--- config.mk ---
export PLATFORM = sky130hd
export DESIGN_NAME = bwm_ctl
export DESIGN_NICKNAME = d
export VERILOG_FILES = /design/src/logic/bwm_pkg.sv /design/src/logic/bwm_ctl.sv
export SDC_FILE = /design/constraint.sdc
export NUM_CORES = 1
export LEC_CHECK = 0
export BUFFER_PORTS_ARGS = -buffer_cell sky130_fd_sc_hd__buf_2
export CAP_MARGIN = 20
export CORE_ASPECT_RATIO = 0.8
export CORE_MARGIN = 2
export CORE_UTILIZATION = 30
export CTS_CLUSTER_DIAMETER = 150
export DETAILED_ROUTE_END_ITERATION = 8
export PLACE_DENSITY = 0.48
export SYNTH_ARGS = -nofsm -noshare
export SYNTH_HDL_FRONTEND = slang
export SYNTH_SLANG_ARGS = --single-unit
--- constraint.sdc ---
create_clock -name CLOCK_I -period 3.3 [get_ports CLOCK_I]
set_input_delay 0.165 -clock CLOCK_I [delete_from_list [all_inputs] [get_ports CLOCK_I]]
set_output_delay 0.165 -clock CLOCK_I [all_outputs]
set_load 0.05 [all_outputs]
--- src/logic/bwm_pkg.sv ---
// package: register layout, field positions and type constant for the
// bandwidth monitor control block; assumes 32-bit memory-mapped frames.
package bwm_pkg;
  // -------------------------------------------------------------------------
  // register offsets within the feature frame
  // -------------------------------------------------------------------------
  localparam logic [11:0] OFF_CTL = 12'h828;   // bandwidth_monitor_control
  localparam logic [11:0] OFF_FLT = 12'h82C;   // bandwidth_monitor_filter
  localparam logic [11:0] OFF_SCNT = 12'h860;  // short_byte_counter
  localparam logic [11:0] OFF_SCAP = 12'h864;  // short_counter_snapshot
  localparam logic [11:0] OFF_LCNT = 12'h880;  // long_byte_counter low word
  localparam logic [11:0] OFF_LCAP = 12'h890;  // long_counter_snapshot low word
  localparam logic [11:0] OFF_TRIG = 12'h808;  // software_snapshot_trigger
  // -------------------------------------------------------------------------
  // control field positions
  // -------------------------------------------------------------------------
  localparam int B_EN = 31;
  localparam int B_SEL_HI = 30;
  localparam int B_SEL_LO = 28;
  localparam int B_CLR = 27;
  localparam int B_SWF = 26;
  localparam int B_SIE = 25;
  localparam int B_FRZ = 24;
  localparam int B_SNAP = 23;
  localparam int B_SHEN = 19;
  localparam int B_CAW = 18;
  localparam int B_GRP = 17;
  localparam int B_PART = 16;
  localparam int B_LWF = 15;
  localparam int B_LSNAP = 13;
  localparam int B_LNK_HI = 10;
  localparam int B_LNK_LO = 8;
  // -------------------------------------------------------------------------
  // field encodings and constants
  // -------------------------------------------------------------------------
  localparam logic [2:0] SEL_NONE = 3'h0;
  localparam logic [2:0] SEL_SW = 3'h7;
  localparam logic [7:0] MON_TYPE = 8'h42;
  localparam logic [31:0] CTL_RESET = 32'h0000_0000;
  localparam int SCNT_W = 31;
  localparam int LCNT_W = 44;
endpackage

--- src/logic/bwm_ctl.sv ---
// bandwidth monitor control: control register, counters, snapshots.
// assumes a single-cycle register port and one traffic beat per cycle.
module bwm_ctl #(
  parameter logic HAS_CAPTURE = 1'b1,
  parameter logic HAS_OFLOW = 1'b1,
  parameter logic HAS_INTR = 1'b1,
  parameter logic HAS_LONG = 1'b1,
  parameter logic HAS_CAW = 1'b1,      // snapshot on wrap supported
  parameter logic HAS_LNKG = 1'b1,     // wrap_linkage_supported
  parameter logic [5:0] EXT_PRESENT = 6'h3F,
  parameter logic [4:0] SCALE = 5'h00,
  parameter int PART_W = 16,
  parameter int GRP_W = 8
) (
  // clock and reset
  input wire logic CLOCK_I,
  input wire logic ARST_N_I,
  // register port
  input wire logic REG_WR_I,
  input wire logic REG_RD_I,
  input wire logic [11:0] REG_ADDR_I,
  input wire logic [31:0] REG_WDATA_I,
  output logic [31:0] REG_RDATA_O,
  // labelled traffic
  input wire logic BEAT_VALID_I,
  input wire logic [15:0] BEAT_BYTES_I,
  input wire logic [PART_W-1:0] BEAT_PARTITION_LABEL_I,
  input wire logic [GRP_W-1:0] BEAT_MONITOR_GROUP_LABEL_I,
  input wire logic NOT_READY_FLAG_I,
  // capture events
  input wire logic [5:0] EXT_CAPTURE_I,
  input wire logic SW_TRIGGER_OWN_STATE_I,
  output logic [5:0] LINK_CAPTURE_O,
  // interrupt
  output logic SHORT_WRAP_IRQ_O
);
  // -------------------------------------------------------------------------
  // local widths and field positions
  // -------------------------------------------------------------------------
  localparam int SCNT_W_L = bwm_pkg::SCNT_W; // short counter width
  localparam int SUB_HI = 22; // subtype field, always zero
  localparam int SUB_LO = 20;
  localparam int RSV_HI = 12; // reserved pair below the long snapshot bit
  localparam int RSV_LO = 11;
  localparam int B_LIRQ = 14; // long wrap interrupt enable, not built here
  localparam int TYPE_HI = 7; // top bit of the read-only monitor type
  localparam int FLT_GRP_HI = 23; // filter: monitor group label field
  localparam int FLT_GRP_LO = 16;
  localparam int FLT_PART_HI = 15; // filter: partition label field
  localparam int FLT_PART_LO = 0;

  // -------------------------------------------------------------------------
  // state
  // -------------------------------------------------------------------------
  logic [31:0] ctl_q;                     // writable control bits
  logic [31:0] flt_q;                     // filter register
  logic [SCNT_W_L-1:0] scnt_q;            // short counter
  logic [bwm_pkg::LCNT_W-1:0] lcnt_q;     // long counter
  logic [31:0] scap_q;                    // short snapshot incl. not-ready
  logic [63:0] lcap_q;                    // long snapshot incl. not-ready
  logic sfrz_q;                           // short counter frozen
  logic lfrz_q;                           // long counter frozen

  // -------------------------------------------------------------------------
  // decode helpers
  // -------------------------------------------------------------------------
  // register write hit; the bus signals are arguments so that a continuous
  // assignment using it re-evaluates whenever the strobe or address moves
  function automatic logic hit(input logic wr, input logic [11:0] addr, input logic [11:0] off);
    hit = wr && (addr == off);
  endfunction

  // control value as software sees it, with unsupported fields forced to zero
  function automatic logic [31:0] ctl_view(input logic [31:0] c);
    logic [31:0] v;
    v = c;
    v[SUB_HI:SUB_LO] = 3'h0;
    v[RSV_HI:RSV_LO] = 2'h0;
    v[B_LIRQ] = 1'b0;
    v[TYPE_HI:0] = bwm_pkg::MON_TYPE;
    if (!HAS_CAPTURE)
    begin
      v[bwm_pkg::B_SEL_HI:bwm_pkg::B_SEL_LO] = 3'h0;
      v[bwm_pkg::B_CLR] = 1'b0;
    end
    if (!HAS_OFLOW)
    begin
      v[bwm_pkg::B_SWF] = 1'b0;
      v[bwm_pkg::B_FRZ] = 1'b0;
    end
    if (!HAS_OFLOW || !HAS_INTR)
      v[bwm_pkg::B_SIE] = 1'b0;
    if (!HAS_CAW)
    begin
      v[bwm_pkg::B_SNAP] = 1'b0;
      v[bwm_pkg::B_LSNAP] = 1'b0;
    end
    if (!HAS_LNKG)
    begin
      v[bwm_pkg::B_CAW] = 1'b0;
      v[bwm_pkg::B_LNK_HI:bwm_pkg::B_LNK_LO] = 3'h0;
    end
    if (!HAS_LONG)
    begin
      v[bwm_pkg::B_LWF] = 1'b0;
      v[bwm_pkg::B_LSNAP] = 1'b0;
    end
    ctl_view = v;
  endfunction

  // -------------------------------------------------------------------------
  // event logic
  // -------------------------------------------------------------------------
  logic [31:0] cv;          // effective control
  logic [2:0] sel;          // capture source
  logic cap_evt;            // selected capture event occurred
  logic norm_cap;           // plain capture
  logic caw_evt;            // capture treated as wrap
  logic match;              // traffic passes filter
  logic [15:0] inc;         // scaled increment
  logic [SCNT_W_L:0] s_sum; // short sum with carry
  logic [bwm_pkg::LCNT_W:0] l_sum;
  logic s_wrap;
  logic l_wrap;
  logic s_cnt_en;
  logic l_cnt_en;
  logic s_snap;             // short snapshot this cycle
  logic l_snap;             // long snapshot this cycle
  logic s_wr;
  logic l_wr;
  logic [31:0] scaled;

  assign cv = ctl_view(ctl_q);
  assign sel = cv[bwm_pkg::B_SEL_HI:bwm_pkg::B_SEL_LO];
  assign s_wr = hit(REG_WR_I, REG_ADDR_I, bwm_pkg::OFF_SCNT);
  assign l_wr = hit(REG_WR_I, REG_ADDR_I, bwm_pkg::OFF_LCNT);

  // capture source decode, absent sources never fire
  always_comb
  begin
    cap_evt = 1'b0;
    if (sel == bwm_pkg::SEL_SW)
      cap_evt = SW_TRIGGER_OWN_STATE_I;
    else if (sel != bwm_pkg::SEL_NONE)
      cap_evt = EXT_CAPTURE_I[sel - 3'h1] && EXT_PRESENT[sel - 3'h1];
  end

  // capture either copies or behaves as a wrap
  assign norm_cap = cap_evt && !cv[bwm_pkg::B_CAW];
  assign caw_evt = cap_evt && cv[bwm_pkg::B_CAW];

  // label filters
  assign match = cv[bwm_pkg::B_EN] && BEAT_VALID_I
    && (!cv[bwm_pkg::B_GRP]
        || BEAT_MONITOR_GROUP_LABEL_I == flt_q[FLT_GRP_HI:FLT_GRP_LO])
    && (!cv[bwm_pkg::B_PART]
        || BEAT_PARTITION_LABEL_I == flt_q[FLT_PART_HI:FLT_PART_LO]);

  // optional right shift of bytes
  assign scaled = {16'h0000, BEAT_BYTES_I} >> SCALE;
  assign inc = cv[bwm_pkg::B_SHEN] ? scaled[15:0] : BEAT_BYTES_I;

  assign s_cnt_en = match && !sfrz_q && !s_wr;
  assign l_cnt_en = HAS_LONG && match && !lfrz_q && !l_wr;
  assign s_sum = {1'b0, scnt_q} + {{(SCNT_W_L-15){1'b0}}, inc};
  assign l_sum = {1'b0, lcnt_q} + {{(bwm_pkg::LCNT_W-15){1'b0}}, inc};
  assign s_wrap = (HAS_OFLOW && s_cnt_en && s_sum[SCNT_W_L]) || caw_evt;
  assign l_wrap = (HAS_LONG && l_cnt_en && l_sum[bwm_pkg::LCNT_W])
    || (HAS_LONG && caw_evt);

  // snapshot causes: normal capture or wrap with snapshot enabled
  assign s_snap = norm_cap || (s_wrap && cv[bwm_pkg::B_SNAP]);
  assign l_snap = HAS_LONG && (norm_cap || (l_wrap && cv[bwm_pkg::B_LSNAP]));

  // linkage: own wrap signals a numbered capture event
  always_comb
  begin
    LINK_CAPTURE_O = 6'h00;
    if (s_wrap && cv[bwm_pkg::B_LNK_HI:bwm_pkg::B_LNK_LO] != 3'h0
        && cv[bwm_pkg::B_LNK_HI:bwm_pkg::B_LNK_LO] != 3'h7)
      LINK_CAPTURE_O[cv[bwm_pkg::B_LNK_HI:bwm_pkg::B_LNK_LO] - 3'h1] = 1'b1;
  end

  // -------------------------------------------------------------------------
  // control register
  // -------------------------------------------------------------------------
  // software writes; hardware sets the sticky flags, set beats clear
  always_ff @(posedge CLOCK_I or negedge ARST_N_I)
  begin
    if (!ARST_N_I)
      ctl_q <= bwm_pkg::CTL_RESET;
    else
    begin
      if (hit(REG_WR_I, REG_ADDR_I, bwm_pkg::OFF_CTL))
        ctl_q <= REG_WDATA_I;
      else
      begin
        if (s_wr && ctl_q[bwm_pkg::B_SWF] && (HAS_CAW || HAS_LNKG))
          ctl_q[bwm_pkg::B_SWF] <= 1'b0;
        if (l_wr && ctl_q[bwm_pkg::B_LWF] && (HAS_CAW || HAS_LNKG))
          ctl_q[bwm_pkg::B_LWF] <= 1'b0;
      end
      if (s_wrap)
        ctl_q[bwm_pkg::B_SWF] <= 1'b1;
      if (l_wrap)
        ctl_q[bwm_pkg::B_LWF] <= 1'b1;
    end
  end

  // filter register
  always_ff @(posedge CLOCK_I or negedge ARST_N_I)
  begin
    if (!ARST_N_I)
      flt_q <= 32'h0000_0000;
    else if (hit(REG_WR_I, REG_ADDR_I, bwm_pkg::OFF_FLT))
      flt_q <= REG_WDATA_I;
  end

  // -------------------------------------------------------------------------
  // short counter
  // -------------------------------------------------------------------------
  // count, wrap or freeze; clear follows the snapshot
  // a store always wins, so software can unfreeze even during a wrap
  always_ff @(posedge CLOCK_I or negedge ARST_N_I)
  begin
    if (!ARST_N_I)
    begin
      scnt_q <= '0;
      sfrz_q <= 1'b0;
    end
    else
    begin
      if (s_wr)
      begin
        scnt_q <= REG_WDATA_I[SCNT_W_L-1:0];
        sfrz_q <= 1'b0;
      end
      else if (s_snap && cv[bwm_pkg::B_CLR])
        scnt_q <= '0;
      else if (s_cnt_en)
        scnt_q <= s_sum[SCNT_W_L-1:0];
      if (!s_wr && (s_wrap || (HAS_LONG && l_wrap)) && cv[bwm_pkg::B_FRZ])
        sfrz_q <= 1'b1;
    end
  end

  // -------------------------------------------------------------------------
  // long counter
  // -------------------------------------------------------------------------
  // same scheme as the short counter; only the low word reaches the bus,
  // so software sees the upper bits only through a freeze or a wrap flag
  always_ff @(posedge CLOCK_I or negedge ARST_N_I)
  begin
    if (!ARST_N_I)
    begin
      lcnt_q <= '0;
      lfrz_q <= 1'b0;
    end
    else if (HAS_LONG)
    begin
      if (l_wr)
      begin
        lcnt_q <= {12'h000, REG_WDATA_I};
        lfrz_q <= 1'b0;
      end
      else if (l_snap && cv[bwm_pkg::B_CLR])
        lcnt_q <= '0;
      else if (l_cnt_en)
        lcnt_q <= l_sum[bwm_pkg::LCNT_W-1:0];
      if (!l_wr && (s_wrap || l_wrap) && cv[bwm_pkg::B_FRZ])
        lfrz_q <= 1'b1;
    end
  end

  // -------------------------------------------------------------------------
  // snapshots
  // -------------------------------------------------------------------------
  // copy not-ready flag and pre-clear value
  // flag and value are taken on one edge so the pair is always coherent
  always_ff @(posedge CLOCK_I or negedge ARST_N_I)
  begin
    if (!ARST_N_I)
    begin
      scap_q <= 32'h0000_0000;
      lcap_q <= 64'h0000_0000_0000_0000;
    end
    else
    begin
      if (s_snap)
        scap_q <= {NOT_READY_FLAG_I, scnt_q};
      if (l_snap)
        lcap_q <= {NOT_READY_FLAG_I, 19'h00000, lcnt_q};
    end
  end

  // -------------------------------------------------------------------------
  // read data and interrupt
  // -------------------------------------------------------------------------
  // registered read mux, unmapped reads zero
  // offsets are distinct constants; the default covers every hole
  always_ff @(posedge CLOCK_I or negedge ARST_N_I)
  begin
    if (!ARST_N_I)
      REG_RDATA_O <= 32'h0000_0000;
    else if (REG_RD_I)
    begin
      unique case (REG_ADDR_I)
        bwm_pkg::OFF_CTL: REG_RDATA_O <= cv;
        bwm_pkg::OFF_FLT: REG_RDATA_O <= flt_q;
        bwm_pkg::OFF_SCNT: REG_RDATA_O <= {NOT_READY_FLAG_I, scnt_q};
        bwm_pkg::OFF_SCAP: REG_RDATA_O <= scap_q;
        bwm_pkg::OFF_LCNT: REG_RDATA_O <= lcnt_q[31:0];
        bwm_pkg::OFF_LCAP: REG_RDATA_O <= lcap_q[31:0];
        default: REG_RDATA_O <= 32'h0000_0000;
      endcase
    end
  end

  // level interrupt from flag and enable
  assign SHORT_WRAP_IRQ_O = cv[bwm_pkg::B_SWF] && cv[bwm_pkg::B_SIE];
endmodule

==> flow_summary.html <==
<table>
<tr><th>Metric</th><th>Value</th></tr>
<tr><th colspan="2">Timing</th></tr>
<tr><td>Remaining max-slew budget at the tightest pin</td><td>53.7%</td></tr>
<tr><td>Fin Clk Skew</td><td>about 0.02 ns</td></tr>
<tr><td>Unrepaired setup endpoints after global routing</td><td>yes</td></tr>
<tr><td>Final Max Tran Viols</td><td>0</td></tr>
<tr><td>Endpoints failing hold</td><td>0</td></tr>
<tr><td>Number of setup violations in the final report</td><td>1</td></tr>
<tr><td>Final WS setup</td><td>-0.000142 ns</td></tr>
<tr><td>Slew at the pin closest to its max-slew limit</td><td>0.694 ns</td></tr>
<tr><td>Period utilization</td><td>100%</td></tr>
<tr><td>Highest achievable clock rate</td><td>303 MHz</td></tr>
<tr><td>Clock period minus final worst setup slack</td><td>3.30 ns</td></tr>
<tr><td>Final-layout worst hold slack</td><td>between 0.08 and 0.09 ns</td></tr>
<tr><th colspan="2">Worst setup path</th></tr>
<tr><td>Launching point of the worst reg2reg path</td><td>lcnt_q[0]</td></tr>
<tr><td>Reg2Reg Depth</td><td>13</td></tr>
<tr><td>Cell type group with the largest total delay on the critical path</td><td>compound AO/OA/AOI/OAI gates</td></tr>
<tr><td>Critical path data arrival time</td><td>3.14 ns</td></tr>
<tr><td>Buffers and inverters on the worst path</td><td>1</td></tr>
<tr><td>Startpoint kind of the worst setup timing path</td><td>flop</td></tr>
<tr><td>Ordered list of cells on the worst path</td><td>ha_4 &gt; a211o_1 &gt; a211oi_2 &gt; nor3_2 &gt; or4_4 &gt; a31oi_4 &gt; o21bai_4 &gt; nor3_2 &gt; buf_6</td></tr>
<tr><td>Worst Path Class, Setup</td><td>reg -&gt; out</td></tr>
<tr><td>Biggest fanout along the worst timing path</td><td>4</td></tr>
<tr><td>Critical path's most frequent cell</td><td>sky130_fd_sc_hd__nor3_2</td></tr>
<tr><td>CP required</td><td>3.13 ns</td></tr>
<tr><td>Type of element capturing the critical path</td><td>output pin</td></tr>
<tr><td>Crit-path slowest cell</td><td>sky130_fd_sc_hd__or4_4</td></tr>
<tr><td>Capturing point of the worst reg2reg path</td><td>lcap_q[20]</td></tr>
<tr><td>Delay of the slowest critical-path stage</td><td>roughly 0.56 ns</td></tr>
<tr><td>Setup slack of the worst register-to-register path</td><td>roughly 0.11 ns</td></tr>
<tr><td>Beginning of the critical path</td><td>scnt_q[1]</td></tr>
<tr><th colspan="2">Drt</th></tr>
<tr><td>Post-DR wirelength/cell</td><td>21.9 um</td></tr>
<tr><td>Residual antenna-violating net count after detailed routing</td><td>0</td></tr>
<tr><td>Vias after detailed routing</td><td>about 12000</td></tr>
<tr><td>Post-detailed-route DRC marker count</td><td>0</td></tr>
<tr><td>Initial DRT Pass Iterations</td><td>6</td></tr>
<tr><td>Initial DRC count</td><td>roughly 1100</td></tr>
<tr><td>Sum of routed wire length over all layers</td><td>47100 um</td></tr>
<tr><td>Number of vias per cell after detailed routing</td><td>about 5.5</td></tr>
<tr><th colspan="2">GRT</th></tr>
<tr><td>Met3 track utilization from global routing</td><td>3.92%</td></tr>
<tr><td>Pin count of the biggest net entering global routing</td><td>a little over 80</td></tr>
<tr><td>Met2 track utilization from global routing</td><td>28.3%</td></tr>
<tr><td>Antenna violations before repair</td><td>1</td></tr>
<tr><td>First-pass GRT wire length</td><td>71100 um</td></tr>
<tr><td>GR met1 Demand/Resource</td><td>32.1%</td></tr>
<tr><td>Global route total overflow</td><td>0</td></tr>
<tr><td>Layer carrying the most global-route usage</td><td>met1</td></tr>
<tr><td>Via count of the first global-routing pass</td><td>11200</td></tr>
<tr><td>Overall fraction of global-route tracks in use</td><td>roughly 20%</td></tr>
<tr><th colspan="2">Synthesis</th></tr>
<tr><td>Yosys top cell area share</td><td>42.3%</td></tr>
<tr><td>Synthesized instance count</td><td>1356</td></tr>
<tr><td>Top cell types by occurrence after synthesis</td><td>223 x sky130_fd_sc_hd__dfrtp_1, 122 x sky130_fd_sc_hd__nand2_1, 101 x sky130_fd_sc_hd__nor2_1</td></tr>
<tr><td>Synthesized netlist net count</td><td>1493</td></tr>
<tr><td>Asr flop ratio synth</td><td>100%</td></tr>
<tr><td>Main flop type after synthesis</td><td>sky130_fd_sc_hd__dfrtp_1</td></tr>
<tr><td>Area leader, netlist</td><td>sky130_fd_sc_hd__dfrtp_1</td></tr>
<tr><td>Most used standard cell by instance count after synthesis</td><td>sky130_fd_sc_hd__dfrtp_1</td></tr>
<tr><td>Syn Std Cell Area</td><td>~13000 um2</td></tr>
<tr><td>Register bit count reported by yosys</td><td>between 200 and 250</td></tr>
<tr><td>Number of distinct library cells after synthesis</td><td>82</td></tr>
<tr><td>Number of synthesized flops with an enable pin</td><td>0</td></tr>
<tr><td>Synthesis warning total</td><td>0</td></tr>
<tr><td>Post-synthesis sequential area ratio</td><td>42.3%</td></tr>
<tr><td>Most area-consuming cells after synthesis</td><td>sky130_fd_sc_hd__dfrtp_1 42%, sky130_fd_sc_hd__mux2_2 6.7%, sky130_fd_sc_hd__xnor2_1 4.2%</td></tr>
<tr><td>Syn avg cell area</td><td>9.73 um2</td></tr>
<tr><th colspan="2">Layout</th></tr>
<tr><td>Filler Cells Inserted</td><td>~4300</td></tr>
<tr><td>Final design area excluding fillers</td><td>16600 um2</td></tr>
<tr><td>Synth-to-Final Area Change</td><td>25.7%</td></tr>
<tr><td>Fraction of final layout cells with drive strength greater than 1</td><td>24.6%</td></tr>
<tr><td>Core utilization of the finished layout</td><td>approximately two fifths</td></tr>
<tr><td>Final layout net count</td><td>1701</td></tr>
<tr><th colspan="2">Power and ir drop</th></tr>
<tr><td>Cell leakage power</td><td>0.00738 uW</td></tr>
<tr><td>Power density normalized to cell area</td><td>411 nW/um2</td></tr>
<tr><td>Pint</td><td>roughly 5100 uW</td></tr>
<tr><td>Peak supply drop</td><td>0.000281 V</td></tr>
<tr><td>Net switching fraction of the power</td><td>roughly 26%</td></tr>
<tr><td>Combinational group share of total power</td><td>10.9%</td></tr>
<tr><td>Clock Power Share</td><td>47.8%</td></tr>
<tr><td>Total power draw</td><td>6820 uW</td></tr>
<tr><td>Share of total power in sequential cells</td><td>41.3%</td></tr>
<tr><td>Switching Power</td><td>1760 uW</td></tr>
<tr><th colspan="2">Outcome</th></tr>
<tr><td>Result of the run</td><td>finished, violations left</td></tr>
<tr><td>Violations in the final reports</td><td>negative setup slack</td></tr>
<tr><th colspan="2">Placement</th></tr>
<tr><td>Worst setup slack after placement</td><td>0.0350 ns</td></tr>
<tr><td>GPL Wtd Cong</td><td>0.838</td></tr>
<tr><td>Port buffer count</td><td>135</td></tr>
<tr><td>Cell area after placement</td><td>14900 um2</td></tr>
<tr><td>Final HPWL from detailed placement</td><td>34700 um</td></tr>
<tr><th colspan="2">Min path</th></tr>
<tr><td>HP Start</td><td>REG_RD_I</td></tr>
<tr><td>Hold-critical path depth</td><td>2</td></tr>
<tr><td>Hold/Removal Path Class</td><td>in -&gt; reg</td></tr>
<tr><td>Worst Hold End</td><td>REG_RDATA_O[8]</td></tr>
<tr><th colspan="2">Clock network</th></tr>
<tr><td>TritonCTS buffer count</td><td>27</td></tr>
<tr><td>Root Driver</td><td>sky130_fd_sc_hd__clkbuf_16</td></tr>
<tr><td>Number of buffers between clock root and the deepest sink</td><td>3</td></tr>
<tr><td>CTS clk-pin slew, worst paths</td><td>0.06 ns</td></tr>
<tr><td>Insertion delay to the later sink of the worst-skew pair</td><td>approximately 0.56 ns</td></tr>
<tr><td>Level count of the clock H-tree</td><td>1</td></tr>
<tr><td>Clock tree from TritonCTS</td><td>built</td></tr>
<tr><td>Number of clock sinks</td><td>about 220</td></tr>
<tr><th colspan="2">Floorplan</th></tr>
<tr><td>Placeable core region</td><td>approximately 43000 um2</td></tr>
<tr><td>Top-level I/O count</td><td>136</td></tr>
<tr><td>Die Height</td><td>approximately 190 um</td></tr>
<tr><td>Starting density of the core</td><td>30.5%</td></tr>
<tr><td>Cell row count</td><td>68</td></tr>
<tr><td>Die Area</td><td>45700 um2</td></tr>
<tr><td>Horizontal die dimension</td><td>239 um</td></tr>
<tr><th colspan="2">Flow run</th></tr>
<tr><td>Max-capacitance violation count</td><td>0</td></tr>
</table>
[what timing repair did]
| action | CTS | global route |
|---|---|---|
| setup buffers | 6 | 8 |
| pin swaps | 3 | 14 |
| endpoints found under the setup margin | 6 | 63 |
| gates cloned | 0 | 2 |
| endpoints found under the hold margin | 143 | 0 |
| resized for setup | 16 | 24 |
| hold buffers | 35 | 0 |
[power by group through the flow]
stage          clock, uW  sequential, uW  combinational, uW
4_1_cts             3310            2810                735
6_report            3260            2810                746
3_3_place_gp           0            2860                698
5_1_grt             3440            2820                812
3_5_place_dp           0            2860                696
2_1_floorplan          0            2910                310
[cell usage in the layout (no fill, tap or decap), drive strengths merged, types with 22 or more instances in the layout]
| cell type | instances |
|---|---|
| clkbuf | 43 |
| dlygate4sd3 | 35 |
| mux2 | 109 |
| nor2 | 101 |
| mux2i | 39 |
| inv | 42 |
| ha | 38 |
| nor3 | 37 |
| a21oi | 88 |
| nand4 | 25 |
| nand2 | 122 |
| a31oi | 32 |
| nand3 | 26 |
| a211oi | 22 |
| o21ai | 64 |
| xnor2 | 63 |
| dfrtp | 223 |
| buf | 218 |
[worst max-delay path by stage]
stage | endpoint | slack [ns] | depth (start not counted)
CTS | LINK_CAPTURE_O[1] | -0.15 | 9
finish | LINK_CAPTURE_O[3] | -0.0001 | 9
detailed placement | LINK_CAPTURE_O[1] | 0.04 | 9
global route | LINK_CAPTURE_O[3] | -0.09 | 7
global placement | lcap_q[31] | 0.09 | 12
floorplan | LINK_CAPTURE_O[0] | -0.22 | 9
[final cells by class]
type / count / area [um2] / share of cell area [%]
diodes: 1 / 2.50 / 0.0151
clock buffers: 41 / 848 / 5.11
clock inverters: 9 / 138 / 0.829
inverters: 41 / 154 / 0.928
multi-input cells: 1016 / 7300 / 44.0
flip-flops and latches: 223 / 5580 / 33.6
well taps: 560 / 701 / 4.22
repair buffers: 255 / 1870 / 11.3
[per-layer routing]
layer	part of all wire, %	up-vias	wire (um)
li1	-	5470	-
met1	51	5791	23900
met2	41	393	19100
met3	6.9	46	3230
met4	1.9	0	876
met5	0	-	0
[flip-flops by register name, summed over array words and instances (netlist names)]
name / cells
lcap_q: 32
sfrz_q: 1
REG_RDATA_O: 32
lcnt_q: 44
scnt_q: 31
lfrz_q: 1
flt_q: 32
scap_q: 32
ctl_q: 18
[per-stage QoR]
stage | setup TNS (ns) | cells
after detailed placement | 0 | 2044
after CTS | -0.762 | 2135
after global placement | 0 | 2044
after global routing | -0.179 | 2146
after floorplan | -1.01 | 1356
final | -0.000142 | 2146
[logic make-up (layout without fill, tap and decap cells)]
logic type,after synthesis,after routing,synth area share [%]
AO/OA/AOI/OAI,348,348,17.7
XOR/XNOR,69,69,4.58
adder cells (fa/ha/maj),40,40,3.91
buffers and inverters,117,346,3.77
flip-flops,223,223,42.3
multiplexers,149,149,12.4
other,0,1,0
AND/OR/NAND/NOR,410,410,15.4
Power figures use the tool's default switching activity.
